**config.mk**
```make
export PLATFORM = sky130hd
export DESIGN_NAME = cio_line_routing
export DESIGN_NICKNAME = d
export VERILOG_FILES = /design/src/design/cio_pkg.sv /design/src/design/cio_sync.sv /design/src/design/cio_line_routing.sv
export SDC_FILE = /design/constraint.sdc
export NUM_CORES = 1
export LEC_CHECK = 0
export ABC_AREA = 1
export ABC_CLOCK_PERIOD_IN_PS = 3100
export CORE_MARGIN = 2
export CORE_UTILIZATION = 50
export DETAILED_ROUTE_END_ITERATION = 12
export DONT_BUFFER_PORTS = 1
export GPL_ROUTABILITY_DRIVEN = 0
export PLACE_DENSITY = 0.74
export SLEW_MARGIN = 20
export SYNTH_ARGS = -nofsm -noshare
export SYNTH_HDL_FRONTEND = slang
export SYNTH_SLANG_ARGS = --single-unit
export TNS_END_PERCENT = 50
```
**constraint.sdc**
```tcl
create_clock -name pclk -period 3.1 [get_ports pclk]
set_input_delay 0.31 -clock pclk [delete_from_list [all_inputs] [get_ports pclk]]
set_output_delay 0.31 -clock pclk [all_outputs]
set_load 0.02 [all_outputs]
```
**src/design/cio_pkg.sv**
```systemverilog
// Purpose: shared constants for the camera i/o line routing block
// Assumes: apb register bus, 32-bit data, one word per register
// Notes: line source and trigger select codes live here as well

// ****************************************************************
// package
// ****************************************************************
package cio_pkg;

  // bus geometry
  localparam int ADDR_W = 8;
  localparam int DATA_W = 32;

  // line counts
  localparam int N_IN = 2;
  localparam int N_OUT = 4;
  localparam int N_LINES = 6;

  // register byte offsets
  localparam logic [7:0] OFF_TRIG_SRC = 8'h00;
  localparam logic [7:0] OFF_LINE_STATUS_ALL = 8'h04;
  localparam logic [7:0] OFF_LINE_SEL = 8'h08;
  localparam logic [7:0] OFF_LINE_STATUS = 8'h0c;
  localparam logic [7:0] OFF_LINE_SRC = 8'h10;
  localparam logic [7:0] OFF_USER_OUT = 8'h14;

  // field positions
  localparam int TRIG_FS_LSB = 0;
  localparam int TRIG_AS_LSB = 2;
  localparam int TRIG_MODE_BIT = 8;
  localparam int STAT_OUT_LSB = 4;
  localparam int SRC_W = 3;

  // trigger source select codes
  localparam logic [1:0] TSEL_NONE = 2'h0;
  localparam logic [1:0] TSEL_LINE1 = 2'h1;
  localparam logic [1:0] TSEL_LINE2 = 2'h2;

  // output line source codes
  localparam logic [2:0] SRC_EXPOSURE = 3'h0;
  localparam logic [2:0] SRC_TRIG_READY = 3'h1;
  localparam logic [2:0] SRC_TRIG_WAIT = 3'h2;
  localparam logic [2:0] SRC_USER = 3'h3;
  localparam logic [2:0] SRC_LOW = 3'h4;

  // reset values, per acquisition control mode where they differ
  localparam logic [1:0] RST_FS_STD = 2'h1;
  localparam logic [1:0] RST_AS_STD = 2'h2;
  localparam logic [1:0] RST_FS_LEG = 2'h0;
  localparam logic [1:0] RST_AS_LEG = 2'h1;
  localparam logic [11:0] RST_LINE_SRC = 12'h6c8;
  localparam logic [3:0] RST_USER_OUT = 4'h0;
  localparam logic [2:0] RST_LINE_SEL = 3'h0;

endpackage : cio_pkg

```
**src/design/cio_sync.sv**
```systemverilog
// Purpose: two flip-flop synchroniser for asynchronous input pins
// Assumes: inputs are static levels, not pulses shorter than a cycle
// Notes: the first stage is read only by the second stage

`timescale 1ns/1ns

// ****************************************************************
// synchroniser
// ****************************************************************
module cio_sync #(
  parameter int WIDTH = 2
) (
  input wire logic pclk,
  input wire logic presetn,
  input wire logic pce,
  input wire logic [WIDTH-1:0] d,
  output logic [WIDTH-1:0] q
);

  typedef struct packed {
    logic [WIDTH-1:0] meta;
    logic [WIDTH-1:0] stable;
  } cio_sync_state_t;

  cio_sync_state_t st;
  cio_sync_state_t next_st;

  // shift the pins through two stages
  always_comb begin
    next_st = st;
    next_st.meta = d;
    next_st.stable = st.meta;
  end

  // state frozen while the clock enable is low
  always_ff @(posedge pclk or negedge presetn) begin
    if (!presetn) begin
      st <= '0;
    end else if (pce) begin
      st <= next_st;
    end
  end

  assign q = st.stable;

  // output follows the pin two enabled edges later
  property p_sync_delay;
    @(posedge pclk) disable iff (!presetn)
      $past(pce, 1) && $past(pce, 2) && $past(presetn, 2)
      |-> q == $past(d, 2);
  endproperty
  a_sync_delay: assert property (p_sync_delay)
    else $error("synchroniser output does not match pin two cycles ago");

endmodule : cio_sync

```
**src/design/cio_line_routing.sv**
```systemverilog
// Purpose: routes the camera's isolated input and output lines
// Assumes: apb slave at pclk, internal camera signals on pclk
// Notes: zero wait state bus; mode strap taken once after reset

`timescale 1ns/1ns

// ****************************************************************
// line routing top
// ****************************************************************
module cio_line_routing (
  input wire logic pclk,
  input wire logic presetn,
  input wire logic pce,
  input wire logic psel,
  input wire logic penable,
  input wire logic pwrite,
  input wire logic [cio_pkg::ADDR_W-1:0] paddr,
  input wire logic [cio_pkg::DATA_W-1:0] pwdata,
  output logic [cio_pkg::DATA_W-1:0] prdata,
  output logic pready,
  output logic pslverr,
  input wire logic legacy_mode_strap,
  input wire logic [cio_pkg::N_IN-1:0] in_line_pin,
  input wire logic exposure_active_out,
  input wire logic trigger_ready_out,
  input wire logic acq_trigger_wait,
  output logic external_trigger_in_frame,
  output logic external_trigger_in_acq,
  output logic [cio_pkg::N_IN-1:0] user_in,
  output logic [cio_pkg::N_OUT-1:0] out_line
);

  typedef struct packed {
    logic init_done;
    logic legacy;
    logic [1:0] fs_src;
    logic [1:0] as_src;
    logic [2:0] line_sel;
    logic [11:0] line_src;
    logic [3:0] user_out;
    logic [cio_pkg::N_OUT-1:0] out_line;
    logic trig_fs;
    logic trig_as;
    logic [cio_pkg::N_IN-1:0] user_in;
    logic [cio_pkg::DATA_W-1:0] prdata;
  } cio_state_t;

  cio_state_t st;
  cio_state_t next_st;
  logic [cio_pkg::N_IN-1:0] in_sync;
  logic [cio_pkg::N_IN-1:0] in_taken;
  logic [cio_pkg::N_OUT-1:0] out_level;
  logic [cio_pkg::N_LINES-1:0] all_lines;
  logic addr_ok;
  logic wr_take;

  // ****************************************************************
  // input synchronisers
  // ****************************************************************
  // pins are asynchronous to pclk, so nothing reads them raw
  cio_sync #(
    .WIDTH(cio_pkg::N_IN)
  ) u_in_sync (
    .pclk(pclk),
    .presetn(presetn),
    .pce(pce),
    .d(in_line_pin),
    .q(in_sync)
  );

  // ****************************************************************
  // helpers
  // ****************************************************************
  // one-of-two pick: a select code never ors lines together
  function automatic logic pick_line(input logic [1:0] sel,
                                     input logic [1:0] lines);
    case (sel)
      cio_pkg::TSEL_LINE1: pick_line = lines[0];
      cio_pkg::TSEL_LINE2: pick_line = lines[1];
      default: pick_line = 1'b0;
    endcase
  endfunction : pick_line

  // output source mux; trigger wait exists only in standard mode
  // internal levels are arguments so the assign wakes when they move
  function automatic logic pick_src(input logic [2:0] code,
                                    input logic legacy,
                                    input logic user,
                                    input logic expo,
                                    input logic ready,
                                    input logic waiting);
    case (code)
      cio_pkg::SRC_EXPOSURE: pick_src = expo;
      cio_pkg::SRC_TRIG_READY: pick_src = ready;
      cio_pkg::SRC_TRIG_WAIT: pick_src = waiting && !legacy;
      cio_pkg::SRC_USER: pick_src = user;
      default: pick_src = 1'b0;
    endcase
  endfunction : pick_src

  // ****************************************************************
  // per line routing
  // ****************************************************************
  // a line is taken when the acquisition trigger selects it, or the frame trigger does outside legacy mode
  for (genvar i = 0; i < cio_pkg::N_IN; i++) begin : g_in
    assign in_taken[i] = (st.as_src == 2'(i + 1))
      || (!st.legacy && st.fs_src == 2'(i + 1));
  end

  // each output line picks from its own source field
  for (genvar j = 0; j < cio_pkg::N_OUT; j++) begin : g_out
    assign out_level[j] = pick_src(
      st.line_src[j*cio_pkg::SRC_W +: cio_pkg::SRC_W],
      st.legacy, st.user_out[j], exposure_active_out,
      trigger_ready_out, acq_trigger_wait);
  end

  assign all_lines = {st.out_line, in_sync};

  // ****************************************************************
  // bus decode
  // ****************************************************************
  always_comb begin
    case (paddr)
      cio_pkg::OFF_TRIG_SRC,
      cio_pkg::OFF_LINE_STATUS_ALL,
      cio_pkg::OFF_LINE_SEL,
      cio_pkg::OFF_LINE_STATUS,
      cio_pkg::OFF_LINE_SRC,
      cio_pkg::OFF_USER_OUT: addr_ok = 1'b1;
      default: addr_ok = 1'b0;
    endcase
  end

  // no wait states, but a frozen block cannot complete a transfer
  assign pready = psel && penable && pce;
  assign pslverr = psel && penable && !addr_ok;
  assign wr_take = psel && penable && pwrite && addr_ok;

  // ****************************************************************
  // next state
  // ****************************************************************
  always_comb begin
    next_st = st;
    // routed trigger and user input levels
    next_st.trig_fs = st.legacy ? 1'b0
      : pick_line(st.fs_src, in_sync);
    next_st.trig_as = pick_line(st.as_src, in_sync);
    next_st.user_in = in_sync & ~in_taken;
    // logic one means the transistor conducts
    next_st.out_line = out_level;

    // read data captured in the setup phase, held through access
    if (psel && !penable) begin
      next_st.prdata = '0;
      case (paddr)
        cio_pkg::OFF_TRIG_SRC: begin
          next_st.prdata[cio_pkg::TRIG_FS_LSB +: 2] = st.fs_src;
          next_st.prdata[cio_pkg::TRIG_AS_LSB +: 2] = st.as_src;
          next_st.prdata[cio_pkg::TRIG_MODE_BIT] = st.legacy;
        end
        cio_pkg::OFF_LINE_STATUS_ALL: begin
          next_st.prdata[cio_pkg::N_IN-1:0] = in_sync;
          next_st.prdata[cio_pkg::STAT_OUT_LSB +: cio_pkg::N_OUT] =
            st.out_line;
        end
        cio_pkg::OFF_LINE_SEL: next_st.prdata[2:0] = st.line_sel;
        cio_pkg::OFF_LINE_STATUS: begin
          // selectors past the last line read as zero
          next_st.prdata[0] = (st.line_sel < 3'(cio_pkg::N_LINES))
            ? all_lines[st.line_sel] : 1'b0;
        end
        cio_pkg::OFF_LINE_SRC: next_st.prdata[11:0] = st.line_src;
        cio_pkg::OFF_USER_OUT: next_st.prdata[3:0] = st.user_out;
        default: next_st.prdata = '0;
      endcase
    end

    // register writes land at the access edge; status is read only
    if (wr_take) begin
      case (paddr)
        cio_pkg::OFF_TRIG_SRC: begin
          next_st.fs_src = pwdata[cio_pkg::TRIG_FS_LSB +: 2];
          next_st.as_src = pwdata[cio_pkg::TRIG_AS_LSB +: 2];
        end
        cio_pkg::OFF_LINE_SEL: next_st.line_sel = pwdata[2:0];
        cio_pkg::OFF_LINE_SRC: next_st.line_src = pwdata[11:0];
        cio_pkg::OFF_USER_OUT: next_st.user_out = pwdata[3:0];
        default: next_st = next_st;
      endcase
    end

    // first enabled edge after reset: take the strap and load the
    // mode dependent defaults; this wins over a write in that cycle
    if (!st.init_done) begin
      next_st.init_done = 1'b1;
      next_st.legacy = legacy_mode_strap;
      next_st.fs_src = legacy_mode_strap ? cio_pkg::RST_FS_LEG
        : cio_pkg::RST_FS_STD;
      next_st.as_src = legacy_mode_strap ? cio_pkg::RST_AS_LEG
        : cio_pkg::RST_AS_STD;
    end
  end

  // ****************************************************************
  // state register
  // ****************************************************************
  always_ff @(posedge pclk or negedge presetn) begin
    if (!presetn) begin
      st <= '0;
      st.fs_src <= cio_pkg::RST_FS_STD;
      st.as_src <= cio_pkg::RST_AS_STD;
      st.line_sel <= cio_pkg::RST_LINE_SEL;
      st.line_src <= cio_pkg::RST_LINE_SRC;
      st.user_out <= cio_pkg::RST_USER_OUT;
    end else if (pce) begin
      st <= next_st;
    end
  end

  assign prdata = st.prdata;
  assign external_trigger_in_frame = st.trig_fs;
  assign external_trigger_in_acq = st.trig_as;
  assign user_in = st.user_in;
  assign out_line = st.out_line;

  // ****************************************************************
  // checks
  // ****************************************************************
  property p_std_defaults;
    @(posedge pclk) disable iff (!presetn)
      $rose(st.init_done) && !st.legacy
      |-> st.fs_src == cio_pkg::TSEL_LINE1
       && st.as_src == cio_pkg::TSEL_LINE2;
  endproperty
  a_std_defaults: assert property (p_std_defaults)
    else $error("standard mode trigger defaults wrong after reset");

  property p_leg_defaults;
    @(posedge pclk) disable iff (!presetn)
      $rose(st.init_done) && st.legacy
      |-> st.as_src == cio_pkg::TSEL_LINE1;
  endproperty
  a_leg_defaults: assert property (p_leg_defaults)
    else $error("legacy mode trigger default wrong after reset");

  property p_trig_route;
    @(posedge pclk) disable iff (!presetn)
      $past(pce) && $past(st.as_src) == cio_pkg::TSEL_LINE2
      |-> external_trigger_in_acq == $past(in_sync[1]);
  endproperty
  a_trig_route: assert property (p_trig_route)
    else $error("acquisition trigger does not follow input line 2");

  property p_taken_masked;
    @(posedge pclk) disable iff (!presetn)
      $past(pce) && $past(in_taken[0]) |-> !user_in[0];
  endproperty
  a_taken_masked: assert property (p_taken_masked)
    else $error("trigger line leaks onto user input");

  property p_free_passes;
    @(posedge pclk) disable iff (!presetn)
      $past(pce) && !$past(in_taken[1])
      |-> user_in[1] == $past(in_sync[1]);
  endproperty
  a_free_passes: assert property (p_free_passes)
    else $error("unassigned input line not passed to user input");

  property p_status_all;
    @(posedge pclk) disable iff (!presetn)
      psel && !penable && !pwrite && pce
      && paddr == cio_pkg::OFF_LINE_STATUS_ALL
      ##1 psel && penable
      |-> prdata[1:0] == $past(in_sync);
  endproperty
  a_status_all: assert property (p_status_all)
    else $error("combined line status read does not show inputs");

  property p_out1_exposure;
    @(posedge pclk) disable iff (!presetn)
      $past(presetn) && $past(pce)
      && $past(st.line_src[2:0]) == cio_pkg::SRC_EXPOSURE
      |-> out_line[0] == $past(exposure_active_out);
  endproperty
  a_out1_exposure: assert property (p_out1_exposure)
    else $error("output 1 does not follow exposure active");

  property p_out2_ready;
    @(posedge pclk) disable iff (!presetn)
      $past(presetn) && $past(pce)
      && $past(st.line_src[5:3]) == cio_pkg::SRC_TRIG_READY
      |-> out_line[1] == $past(trigger_ready_out);
  endproperty
  a_out2_ready: assert property (p_out2_ready)
    else $error("output 2 does not follow trigger ready");

  property p_src_write;
    @(posedge pclk) disable iff (!presetn)
      pce && wr_take && st.init_done && paddr == cio_pkg::OFF_LINE_SRC
      |=> st.line_src == $past(pwdata[11:0]);
  endproperty
  a_src_write: assert property (p_src_write)
    else $error("line source write not taken");

  property p_low_src;
    @(posedge pclk) disable iff (!presetn)
      $past(pce) && $past(st.line_src[11:9]) == cio_pkg::SRC_LOW
      |-> !out_line[3];
  endproperty
  a_low_src: assert property (p_low_src)
    else $error("output 4 conducts while its source is low");

endmodule : cio_line_routing

```
# Word level (Yosys, flattened, before mapping)
# Cells that the tools add are included.
[op_classes]
order_cmp = 2
eq_ne = 23
n_mux = 27
bitwise_logic = 3
n_reduce_logical = 25
[op_table]
columns = ["op", "count"]
rows = [
  ["$mux 63", 1],
  ["$mux 32", 1],
  ["$eq 3x2->1 const B", 8],
  ["$pmux 1 s4", 5],
  ["$eq 8x4->1 const B", 2],
  ["$eq 8x5->1 const B", 2],
  ["$eq 3x1->1 const B", 4],
  ["$logic_not 3->1", 4],
  ["$mux 12", 1],
  ["$reduce_and 3->1", 4],
  ["$logic_and 1x1->1", 9],
  ["$eq 8x3->1 const B", 1],
  ["$logic_not 8->1", 1],
  ["$mux 4", 2],
  ["$pmux 4 s2", 1],
  ["$mux 3", 2],
  ["$mux 6", 1],
  ["$pmux 1 s2", 3],
  ["$pmux 1 s6", 1],
  ["$reduce_or 6->1", 1],
  ["$mux 1", 5],
  ["$pmux 1 s5", 1],
  ["$eq 2x1->1 const B", 2],
  ["$eq 2x2->1 const B", 2],
  ["12 further kinds", 16],
]
[word_totals]
regBits = 69
input_bits = 52
out_inout_bits = 42
word_cells = 94

# Longest topological paths before layout
# Gate-level depths: netlist (run 1).
[depth]
depth_word = 7
ltp_mapped = 12
ltp_nobuf = 12

# By module
# A second synthesis (run 1) with hierarchy kept.
[unflattened]
cells_unflattened = 386
hier_area_um2 = 2961.6
[by_module_without_submodules]
columns = ["mod", "n_inst", "cells_per_inst", "area_each_um2", "seq_area_each_um2"]
rows = [
  ["cio_line_routing", 1, 369, 2812.7, 1134.8],
  ["cio_sync", 1, 17, 148.9, 100.1],
]

# Worst setup path after synthesis (run 1)
# OpenSTA, ideal clock, no wires.
[synth_timing]
path_kind = "input to register"
from = "in paddr[1] (netlist bit)"
to = "reg st[44] (netlist bit)"
setup_ns = 0.117
arrival_ns = 1.335
required_ns = 2.983
setup_slack_ns = 1.648
path_stages = 11
path_buffers = 1
cell_sequence = "nor2_2 -> nand3_2 -> nor2_4 -> nor2_2 -> nand2_4 -> nand2_2 -> nor2_4 -> nand2_2 -> buf_6 -> nand2_1 -> nand2_1"
[synth_via]
elab_chain_cells = 5
word_cells_on_any_way = 10
classes_between = "eq/ne (5); mux (1); reduce/logical (4)"
[synth_rtl]
columns = ["element", "line_no", "source"]
rows = [
  ["start: declaration", "cio_line_routing.sv:17", "input wire logic [cio_pkg::ADDR_W-1:0] paddr,"],
  ["$eq 8x5->1, or another cell as far along", "cio_line_routing.sv:124", "case (paddr)"],
  ["$reduce_or 6->1", "cio_line_routing.sv:124", ""],
  ["$mux 1", "cio_line_routing.sv:124", ""],
  ["$logic_and 1x1->1", "cio_line_routing.sv:138", "assign wr_take = psel && penable && pwrite && addr_ok;"],
  ["$reduce_and 3->1 (no line) *", "--", ""],
  ["end signal: assignment", "cio_line_routing.sv:217", "st <= next_st;"],
  ["end: declaration", "cio_line_routing.sv:48", "cio_state_t st;"],
]
# Every way passes the cells marked *; elsewhere a longest branch is shown, timed or not.
# A chain may end at the register's enable or synchronous reset.

# Worst setup path after layout (run 1)
[layout_timing]
from = "in paddr[1] (netlist bit)"
to = "reg st[49] (netlist bit)"
# The elaborated chain is that of the path after synthesis.

==> flow_summary.ini, run 1 <==
[run_status]
status = finished, final reports clean

[critical_path]
r2r-end = external_trigger_in_frame$_DFFE_PN0P_
crit_chain = nor2_2, nand3_2, nor2_4, nor2_2, nand2_4, nand2_2, nor2_4, nand2_2, nand2_1, nand2_1
worstSetupPathType = input pin to flip-flop
slowest_stage = nor2_4
crit_arrival_ps = 1850
max_stage_delay_ps = 390
worstPathRequired_ps = 3300
reg2reg_setup_slack_ps = 1840
critPathBufInv = 0
r2r_start = st[61]$_DFFE_PN1P_
crit_cells = 10
path_delay_family = simple AND/OR/NAND/NOR gates
critical_path.endpoint_type = flip-flop
crit_fanout = 23
startpoint = paddr[1]
worstSetupStartpointType = input pin
rr_worst_depth = 4
critical_path.endpoint = st[49]$_DFFE_PN0P_

[floorplan]
fp-row-count = 27
die_y_um = 80.2
die_w_um = 80.2
ios = 94
start_util_pct = 52.1
die_area_um2 = 6440
core-area_um2 = 5570

[clocking]
cts_buffers = 5
cts_tree = built
ctsHtreeMaxLevel = 2
cts_root_buffer = clkbuf_8
cts_setup_buffers = 0
clk_latency_ps = 300
cts.sinks = 49
cts_buffer_depth = 2
clkTransAtPathRegs_ps = 90

[place]
io_buffers = 0
dp_hpwl_um = 4500
dp_slack_ps = 1130
dp_cells = 429

[power_and_ir_drop]
p_leak_nw = 1.41
vdd.ir_drop.worst_mv = 0.199
cellPowerDensity_nw_per_um2 = 417

[final_layout]
register_area_um2 = 1230
num_antenna_cells = 0
layout.nets = 422
area_growth_syn_to_layout_pct = -1.08
multi_input_area_um2 = 1250
layout.cells.non_filler = 439
drive_above_1_share_pct = 8.99
fillCellCount = 559

[timing]
hold_violations = 0
skew_ps = 6.29
rsz0062_at_grt = no
slew_headroom_pct = 60.2
tightest_slew_ps = 592
holdWs_ps = 97.9
drv_slew = 0
setup_tns_ps = 0
setup_ws_ps = 1450
setup_violations = 0
fmax_mhz = 607
fin_crit_ps = 1650
period_share_pct = 53.2

[logic_synthesis]
synth_area_leaders = dfrtp_1 36%, nand2_1 15%, buf_4 10%
synthFlopType = dfrtp_1
synthCells = 383
synth-seq-cells = 49
synth_common_cells = 114 x nand2_1, 42 x dfrtp_1, 40 x buf_4
netlist.area_leader.share_pct = 36.2
yosysTopAreaCell = dfrtp_1
ys_types = 32
ys_warn_count = 0
synthArstFlopShare_pct = 100
synth-edff-count = 0
synth.most_common_cell = nand2_1
netlist_area_um2 = 2910
avgSynthCellArea_um2 = 7.59
seq_area_frac_synth_pct = 42.5

[grt]
grt_pass1_wl_um = 9700
met3_usage_pct = 6.40
grt-busiest-layer = met2
grtUsageMet1_pct = 25.9
met2_usage_pct = 29.8
grt_max_degree = 50
grt_util_all_layers_pct = 19.6
grt_antenna_before_repair = 0
grt_pass1_vias = 2094
overflow = 0

[route]
vias = 2258
via_per_inst = 5.14
detail-route-antenna-nets = 0
wl_per_cell_um = 13.6
drtIter0Drc = 194
routed_wl_um = 5950
drt_pass1_iterations = 5
drc_errors = 0

[worst_hold_path]
hold_class = input pin to flip-flop

[run]
maxCapViolations = 0
[flip-flops by register name, indices dropped and copies added, names as in the netlist]
name,count
external_trigger_in_acq,1
external_trigger_in_frame,1
out_line,4
prdata,12
st,25
u_in_sync.next_st,2
u_in_sync.q,2
user_in,2
[stage by stage]
stage | area [µm²] | utilization, % | total power [mW]
2_1_floorplan | 2980 | - | 0.854
3_3_place_gp | 2750 | 49.2 | 0.819
3_5_place_dp | 2750 | 49.2 | 0.822
4_1_cts | 2870 | 51.6 | 1.21
5_1_grt | 2870 | 51.6 | 1.25
6_report | 2870 | 51.6 | 1.20
[cell type report]
type                       instances  share of cell area [%]
timing repair buffer               4                    1.83
inverter                          40                    5.22
tap                               72                    3.13
multi-input combinational        266                    43.7
clock buffer                       5                    2.39
clock inverter                     3                   0.784
sequential                        49                    43.0
[kinds of logic (layout without fill, tap and decap cells)]
| logic type | count (synthesis) | count (layout) | share of synthesized area, % |
|---|---|---|---|
| compound gates | 46 | 46 | 9.17 |
| other cells | 1 | 20 | 0.129 |
| simple gates | 196 | 196 | 29.7 |
| buf+inv | 87 | 52 | 16.8 |
| flops | 49 | 49 | 42.5 |
| fa+ha+maj | 4 | 4 | 1.72 |
[routing by layer]
metal / part of all wire (%) / wire length (µm)
met3: 7.8 / 465
met1: 44 / 2640
met5: 0 / 0
met4: 1.9 / 111
met2: 46 / 2730
[power breakdown]
part / internal [mW] / switching [mW]
Combinational: 0.0303 / 0.0786
Clock: 0.158 / 0.215
Sequential: 0.667 / 0.0502
[how the worst min path moves through the flow]
| stage | from | endpoint | slack (ps) | depth (start not counted) |
|---|---|---|---|---|
| floorplan | presetn | external_trigger_in_acq$_DFFE_PN0P_ | 10 | 0 |
| global placement | presetn | st[64]$_DFFE_PN0P_ | 20 | 0 |
| detailed placement | presetn | st[64]$_DFFE_PN0P_ | 20 | 0 |
| CTS | pce | out_line[1]$_DFFE_PN0P_ | 90 | 1 |
| global route | pce | out_line[3]$_DFFE_PN0P_ | 90 | 1 |
| finish | pce | out_line[1]$_DFFE_PN0P_ | 100 | 1 |
[repair_timing]
action	4_1_cts	5_1_grt
endpoints found under the hold margin	49	0
hold buffers	2	0
gates resized for setup	0	0
endpoints found under the setup margin	0	0
[cell usage in the layout (no fill, tap or decap), types with 5 or more instances in the layout]
cell type	instances
a21oi_1	14
clkbuf_8	5
conb_1	20
dfrtp_1	42
dfstp_2	7
inv_1	36
nand2_1	114
nand3_1	37
nor2_1	24
o211ai_1	7
o21ai_0	17
[worst reg2reg max path: stages, from the launching register on]
cell	delay, ps
dfstp_2	570
inv_1	50
ha_1	280
nor3_1	160
a22o_1	140
Power figures use the tool's default switching activity.
==> inputs of run 2 (changes only) <==
--- a/config.mk
+++ b/config.mk
@@ -6,13 +6,13 @@
 export NUM_CORES = 1
 export LEC_CHECK = 0
 export ABC_AREA = 1
-export ABC_CLOCK_PERIOD_IN_PS = 3100
+export ABC_CLOCK_PERIOD_IN_PS = 1400
 export CORE_MARGIN = 2
 export CORE_UTILIZATION = 50
 export DETAILED_ROUTE_END_ITERATION = 12
 export DONT_BUFFER_PORTS = 1
 export GPL_ROUTABILITY_DRIVEN = 0
-export PLACE_DENSITY = 0.74
+export PLACE_DENSITY = 0.77
 export SLEW_MARGIN = 20
 export SYNTH_ARGS = -nofsm -noshare
 export SYNTH_HDL_FRONTEND = slang
==> constraint.sdc (replaced) <==
create_clock -name pclk -period 1.4 [get_ports pclk]
set_input_delay 0.14 -clock pclk [delete_from_list [all_inputs] [get_ports pclk]]
set_output_delay 0.14 -clock pclk [all_outputs]
set_load 0.02 [all_outputs]
==> run 2 against run 1 <==
Compared with the run above:
- critical path depth shrank 6
- first-iteration DRC count grew 4.1%
- clock power grew 120%
- core utilization grew 4.3 points
- wire length grew 5.4%
- design area grew 8.4%
- via count grew 6.7%
- power grew 130%
- sequential share of layout area shrank 3.3 points
- sequential power grew 120%
- highest routed layer unchanged
==> flow_summary.ini, run 2 (synthesis results as in run 1) <==
[run_status]
status = finished, final reports clean

[critical_path]
crit_chain = inv_1, ha_1, nor3_1, a22o_1
crit_fanout = 4
worstPathRequired_ps = 1650
critical_path.endpoint_type = flip-flop
startpoint = st[61]$_DFFE_PN1P_
slowest_stage = dfstp_2
worstSetupPathType = flip-flop to flip-flop
max_stage_delay_ps = 570
r2r_start = st[61]$_DFFE_PN1P_
crit_arrival_ps = 1520
worstSetupStartpointType = flip-flop

[floorplan]
start_util_pct = 52.1
die_area_um2 = 6440
die_y_um = 80.2
ios = 94
fp-row-count = 27
core-area_um2 = 5570
die_w_um = 80.2

[place]
io_buffers = 0
dp_slack_ps = -31.1
dp_hpwl_um = 4650

[timing]
setup_ws_ps = 126
fmax_mhz = 785
drv_slew = 0
skew_ps = 5.78
period_share_pct = 91.0
rsz0062_at_grt = no
hold_violations = 0
setup_violations = 0
fin_crit_ps = 1270

[final_layout]
drive_above_1_share_pct = 11.4
area_growth_syn_to_layout_pct = 7.19
mostFrequentLayoutCells = 114 x nand2_1, 42 x dfrtp_1, 37 x nand3_1
num_antenna_cells = 0
final_common_cell = nand2_1
layout.nets = 449
fillCellCount = 529
largest_register_ff_count = 25
finalCoreUtilization_pct = 55.9
top_register = st

[clocking]
cts_buffer_depth = 2
cts_root_buffer = clkbuf_8
clkTransAtPathRegs_ps = 90
cts_resized = 0
cts_buffers = 5
cts.sinks = 49
clk_latency_ps = 310
cts_tree = built
ctsHtreeMaxLevel = 2

[route]
routed_wl_um = 6270
drtIter0Drc = 202
drt_pass1_iterations = 4
wl_per_cell_um = 13.5
detail-route-antenna-nets = 0
vias = 2410
via_per_inst = 5.17
drc_errors = 0

[grt]
grt_max_degree = 50
grt_antenna_before_repair = 0
overflow = 0
grt_pass1_wl_um = 10800
grt_util_all_layers_pct = 21.6
grt_pass1_vias = 2293

[power_and_ir_drop]
vdd.ir_drop.worst_mv = 0.511
p_leak_nw = 1.54
cellPowerDensity_nw_per_um2 = 875

[worst_hold_path]
hold_class = input pin to flip-flop
hp-start = legacy_mode_strap

[run]
maxCapViolations = 0
[run 2: where the power goes]
group          internal [mW]  switching, mW
logic                  0.109          0.205
clock network          0.351          0.489
registers               1.48         0.0963
total                   1.94          0.790
[run 2: final cells by class]
class / count / area, µm² / area share, %
multi-input combinational: 266 / 1250 / 40.3
sequential: 49 / 1230 / 39.7
timing repair buffer: 31 / 293 / 9.40
inverter: 40 / 150 / 4.82
tap: 72 / 90.1 / 2.89
clock buffer: 5 / 68.8 / 2.21
clock inverter: 3 / 22.5 / 0.723
[run 2: routing by layer]
layer,vias up,track usage (%),wire length (µm)
met3,10,5.06,464
met4,0,8.14,125
met1,1112,28.8,2700
li1,1190,-,-
met5,-,0,0
met2,98,34.0,2970
[run 2: what timing repair did]
action                                 4_1_cts  5_1_grt
hold buffers                                17        0
endpoints found under the hold margin       75        0
setup buffers                                0        0
[run 2: stage by stage]
step / cells / cell area (µm²) / power (mW) / hold WS, ps / TNS, ps
floorplan: 402 / 2980 / 1.89 / -156 / 0
global placement: 441 / 2840 / 1.83 / -154 / 0
detailed placement: 441 / 2840 / 1.84 / -154 / -95.7
CTS: 466 / 3110 / 2.74 / 22.1 / 0
global route: 466 / 3110 / 2.85 / 52.6 / 0
finish: 466 / 3110 / 2.73 / 22.0 / 0
[run 2: worst paths after layout]
check                                                   endpoint  slack [ps]  depth (start not counted)
max                        external_trigger_in_frame$_DFFE_PN0P_         130                          4
min                                           st[63]$_DFFE_PN0P_          20                          2
max reg2reg                external_trigger_in_frame$_DFFE_PN0P_         130                          4
min reg2reg                     u_in_sync.next_st[1]$_DFFE_PN0P_         490                          2
max in group asynchronous                     st[53]$_DFFE_PN1P_         800                          2
min in group asynchronous                     st[63]$_DFFE_PN0P_         320                          2
[run 2: critical path: cells and delay by family, from the launching register on]
kind	cells	cell delay, ps
flops	1	570
buf+inv	1	50
fa+ha+maj	1	280
compound gates	1	150
simple gates	1	170
==> inputs of run 3 (changes only) <==
--- a/config.mk
+++ b/config.mk
@@ -8,11 +8,11 @@
 export ABC_AREA = 1
 export ABC_CLOCK_PERIOD_IN_PS = 1400
 export CORE_MARGIN = 2
-export CORE_UTILIZATION = 50
+export CORE_UTILIZATION = 55
 export DETAILED_ROUTE_END_ITERATION = 12
 export DONT_BUFFER_PORTS = 1
 export GPL_ROUTABILITY_DRIVEN = 0
-export PLACE_DENSITY = 0.77
+export PLACE_DENSITY = 0.82
 export SLEW_MARGIN = 20
 export SYNTH_ARGS = -nofsm -noshare
 export SYNTH_HDL_FRONTEND = slang
==> constraint.sdc (replaced) <==
create_clock -name pclk -period 1.4 [get_ports pclk]
set_input_delay 0.07 -clock pclk [delete_from_list [all_inputs] [get_ports pclk]]
set_output_delay 0.07 -clock pclk [all_outputs]
set_load 0.02 [all_outputs]
==> run 3 against run 2 <==
Compared with the run above:
- sequential cell count did not move
- combinational power grew 5%
- wire length shrank 2.8%
- critical endpoint unchanged
==> flow_summary.ini, run 3 (synthesis results as in run 1) <==
[place]
io_buffers = 0
place_area_um2 = 2840
dp_hpwl_um = 4440
dp_cells = 438

[power_and_ir_drop]
cellPowerDensity_nw_per_um2 = 878
vdd.ir_drop.worst_mv = 0.506
power_mw = 2.74
p_leak_nw = 1.55

[final_layout]
largest_register_ff_count = 25
fillCellCount = 472
layout.cells.non_filler = 464
final_common_cell = nand2_1
num_antenna_cells = 0
layout.nets = 449
area_growth_syn_to_layout_pct = 7.58
finalCoreUtilization_pct = 61.2
stdcell_area_um2 = 3130
drive_above_1_share_pct = 11.2
mostFrequentLayoutCells = 114 x nand2_1, 42 x dfrtp_1, 37 x nand3_1
top_register = st

[grt]
grt_pass1_wl_um = 10300
grt_antenna_before_repair = 0
grt_max_degree = 50
grt_util_all_layers_pct = 21.7
overflow = 0
grt_pass1_vias = 2310

[floorplan]
core-area_um2 = 5110
fp-row-count = 26
ios = 94
die_w_um = 76.7
die_area_um2 = 5880
die_y_um = 76.7
start_util_pct = 56.9

[timing]
tightest_slew_ps = 490
setup_violations = 0
skew_ps = 4.65
fmax_mhz = 781
rsz0062_at_grt = no
holdWs_ps = 48.5
period_share_pct = 91.5
fin_crit_ps = 1280
hold_violations = 0
slew_headroom_pct = 67.0
drv_slew = 0

[critical_path]
crit_chain = inv_1, ha_1, nor3_1, a22o_1
crit_arrival_ps = 1530
critical_path.endpoint_type = flip-flop
worstPathRequired_ps = 1650
r2r_start = st[61]$_DFFE_PN1P_
max_stage_delay_ps = 570
slowest_stage = dfstp_2
crit_fanout = 4
worstSetupStartpointType = flip-flop
startpoint = st[61]$_DFFE_PN1P_
worstSetupPathType = flip-flop to flip-flop

[clocking]
clk_latency_ps = 300
clkTransAtPathRegs_ps = 90
cts_buffer_depth = 2
cts_tree = built
cts_setup_buffers = 0
cts_root_buffer = clkbuf_8
cts.sinks = 49
ctsHtreeMaxLevel = 2
cts_buffers = 5

[route]
vias = 2417
via_per_inst = 5.21
detail-route-antenna-nets = 0
drtIter0Drc = 187
drc_errors = 0
drt_pass1_iterations = 4
wl_per_cell_um = 13.1
routed_wl_um = 6090

[run_status]
status = finished, final reports clean

[worst_hold_path]
hold_class = input pin to flip-flop
hp-start = pwdata[3]

[run]
maxCapViolations = 0
[run 3: cell type report]
type / instances / area (µm²) / share of cell area, %
timing repair buffer: 31 / 308 / 9.85
multi-input combinational: 266 / 1250 / 40.2
inverter: 40 / 150 / 4.80
sequential: 49 / 1230 / 39.5
clock inverter: 3 / 21.3 / 0.681
clock buffer: 5 / 68.8 / 2.20
tap: 70 / 87.6 / 2.80
[run 3: where the power goes]
group | total, mW | switching [mW] | internal (mW)
Combinational | 0.329 | 0.215 | 0.113
Sequential | 1.57 | 0.0903 | 1.48
Clock | 0.850 | 0.495 | 0.355
[run 3: what timing repair did]
action / CTS / global route
endpoints found under the setup margin: 0 / 0
resized for setup: 0 / 0
hold endpoints to repair: 78 / 0
hold buffers: 18 / 0
[run 3: routing by layer]
layer,share of wire (%),routed length (µm),track usage [%],vias to the layer above
met4,1.4,88,7.64,0
met1,45,2730,28.9,1122
met3,7.2,439,5.53,9
li1,-,-,-,1190
met2,47,2840,34.6,96
met5,0,0,0,-
[run 3: final timing paths]
kind / end / slack, ps / cells after the start
max: external_trigger_in_frame$_DFFE_PN0P_ / 120 / 4
min reg2reg: st[46]$_DFFE_PN0P_ / 490 / 2
max reg2reg: external_trigger_in_frame$_DFFE_PN0P_ / 120 / 4
max in group asynchronous: st[54]$_DFFE_PN1P_ / 880 / 2
min: st[60]$_DFFE_PN1P_ / 50 / 5
min in group asynchronous: st[64]$_DFFE_PN0P_ / 260 / 2
[run 3: worst max-delay path: cells and delay by family, from the launching register on]
| kind | cells | cell delay, ps |
|---|---|---|
| compound gates | 1 | 140 |
| simple gates | 1 | 170 |
| flops | 1 | 570 |
| buf+inv | 1 | 50 |
| fa+ha+maj | 1 | 290 |
[run 3: metrics by stage]
| step | setup slack [ps] | TNS, ps |
|---|---|---|
| after floorplan | 188 | 0 |
| after global placement | 45.3 | 0 |
| after detailed placement | -11.5 | -27.9 |
| after CTS | 119 | 0 |
| after global routing | 56.0 | 0 |
| final | 119 | 0 |
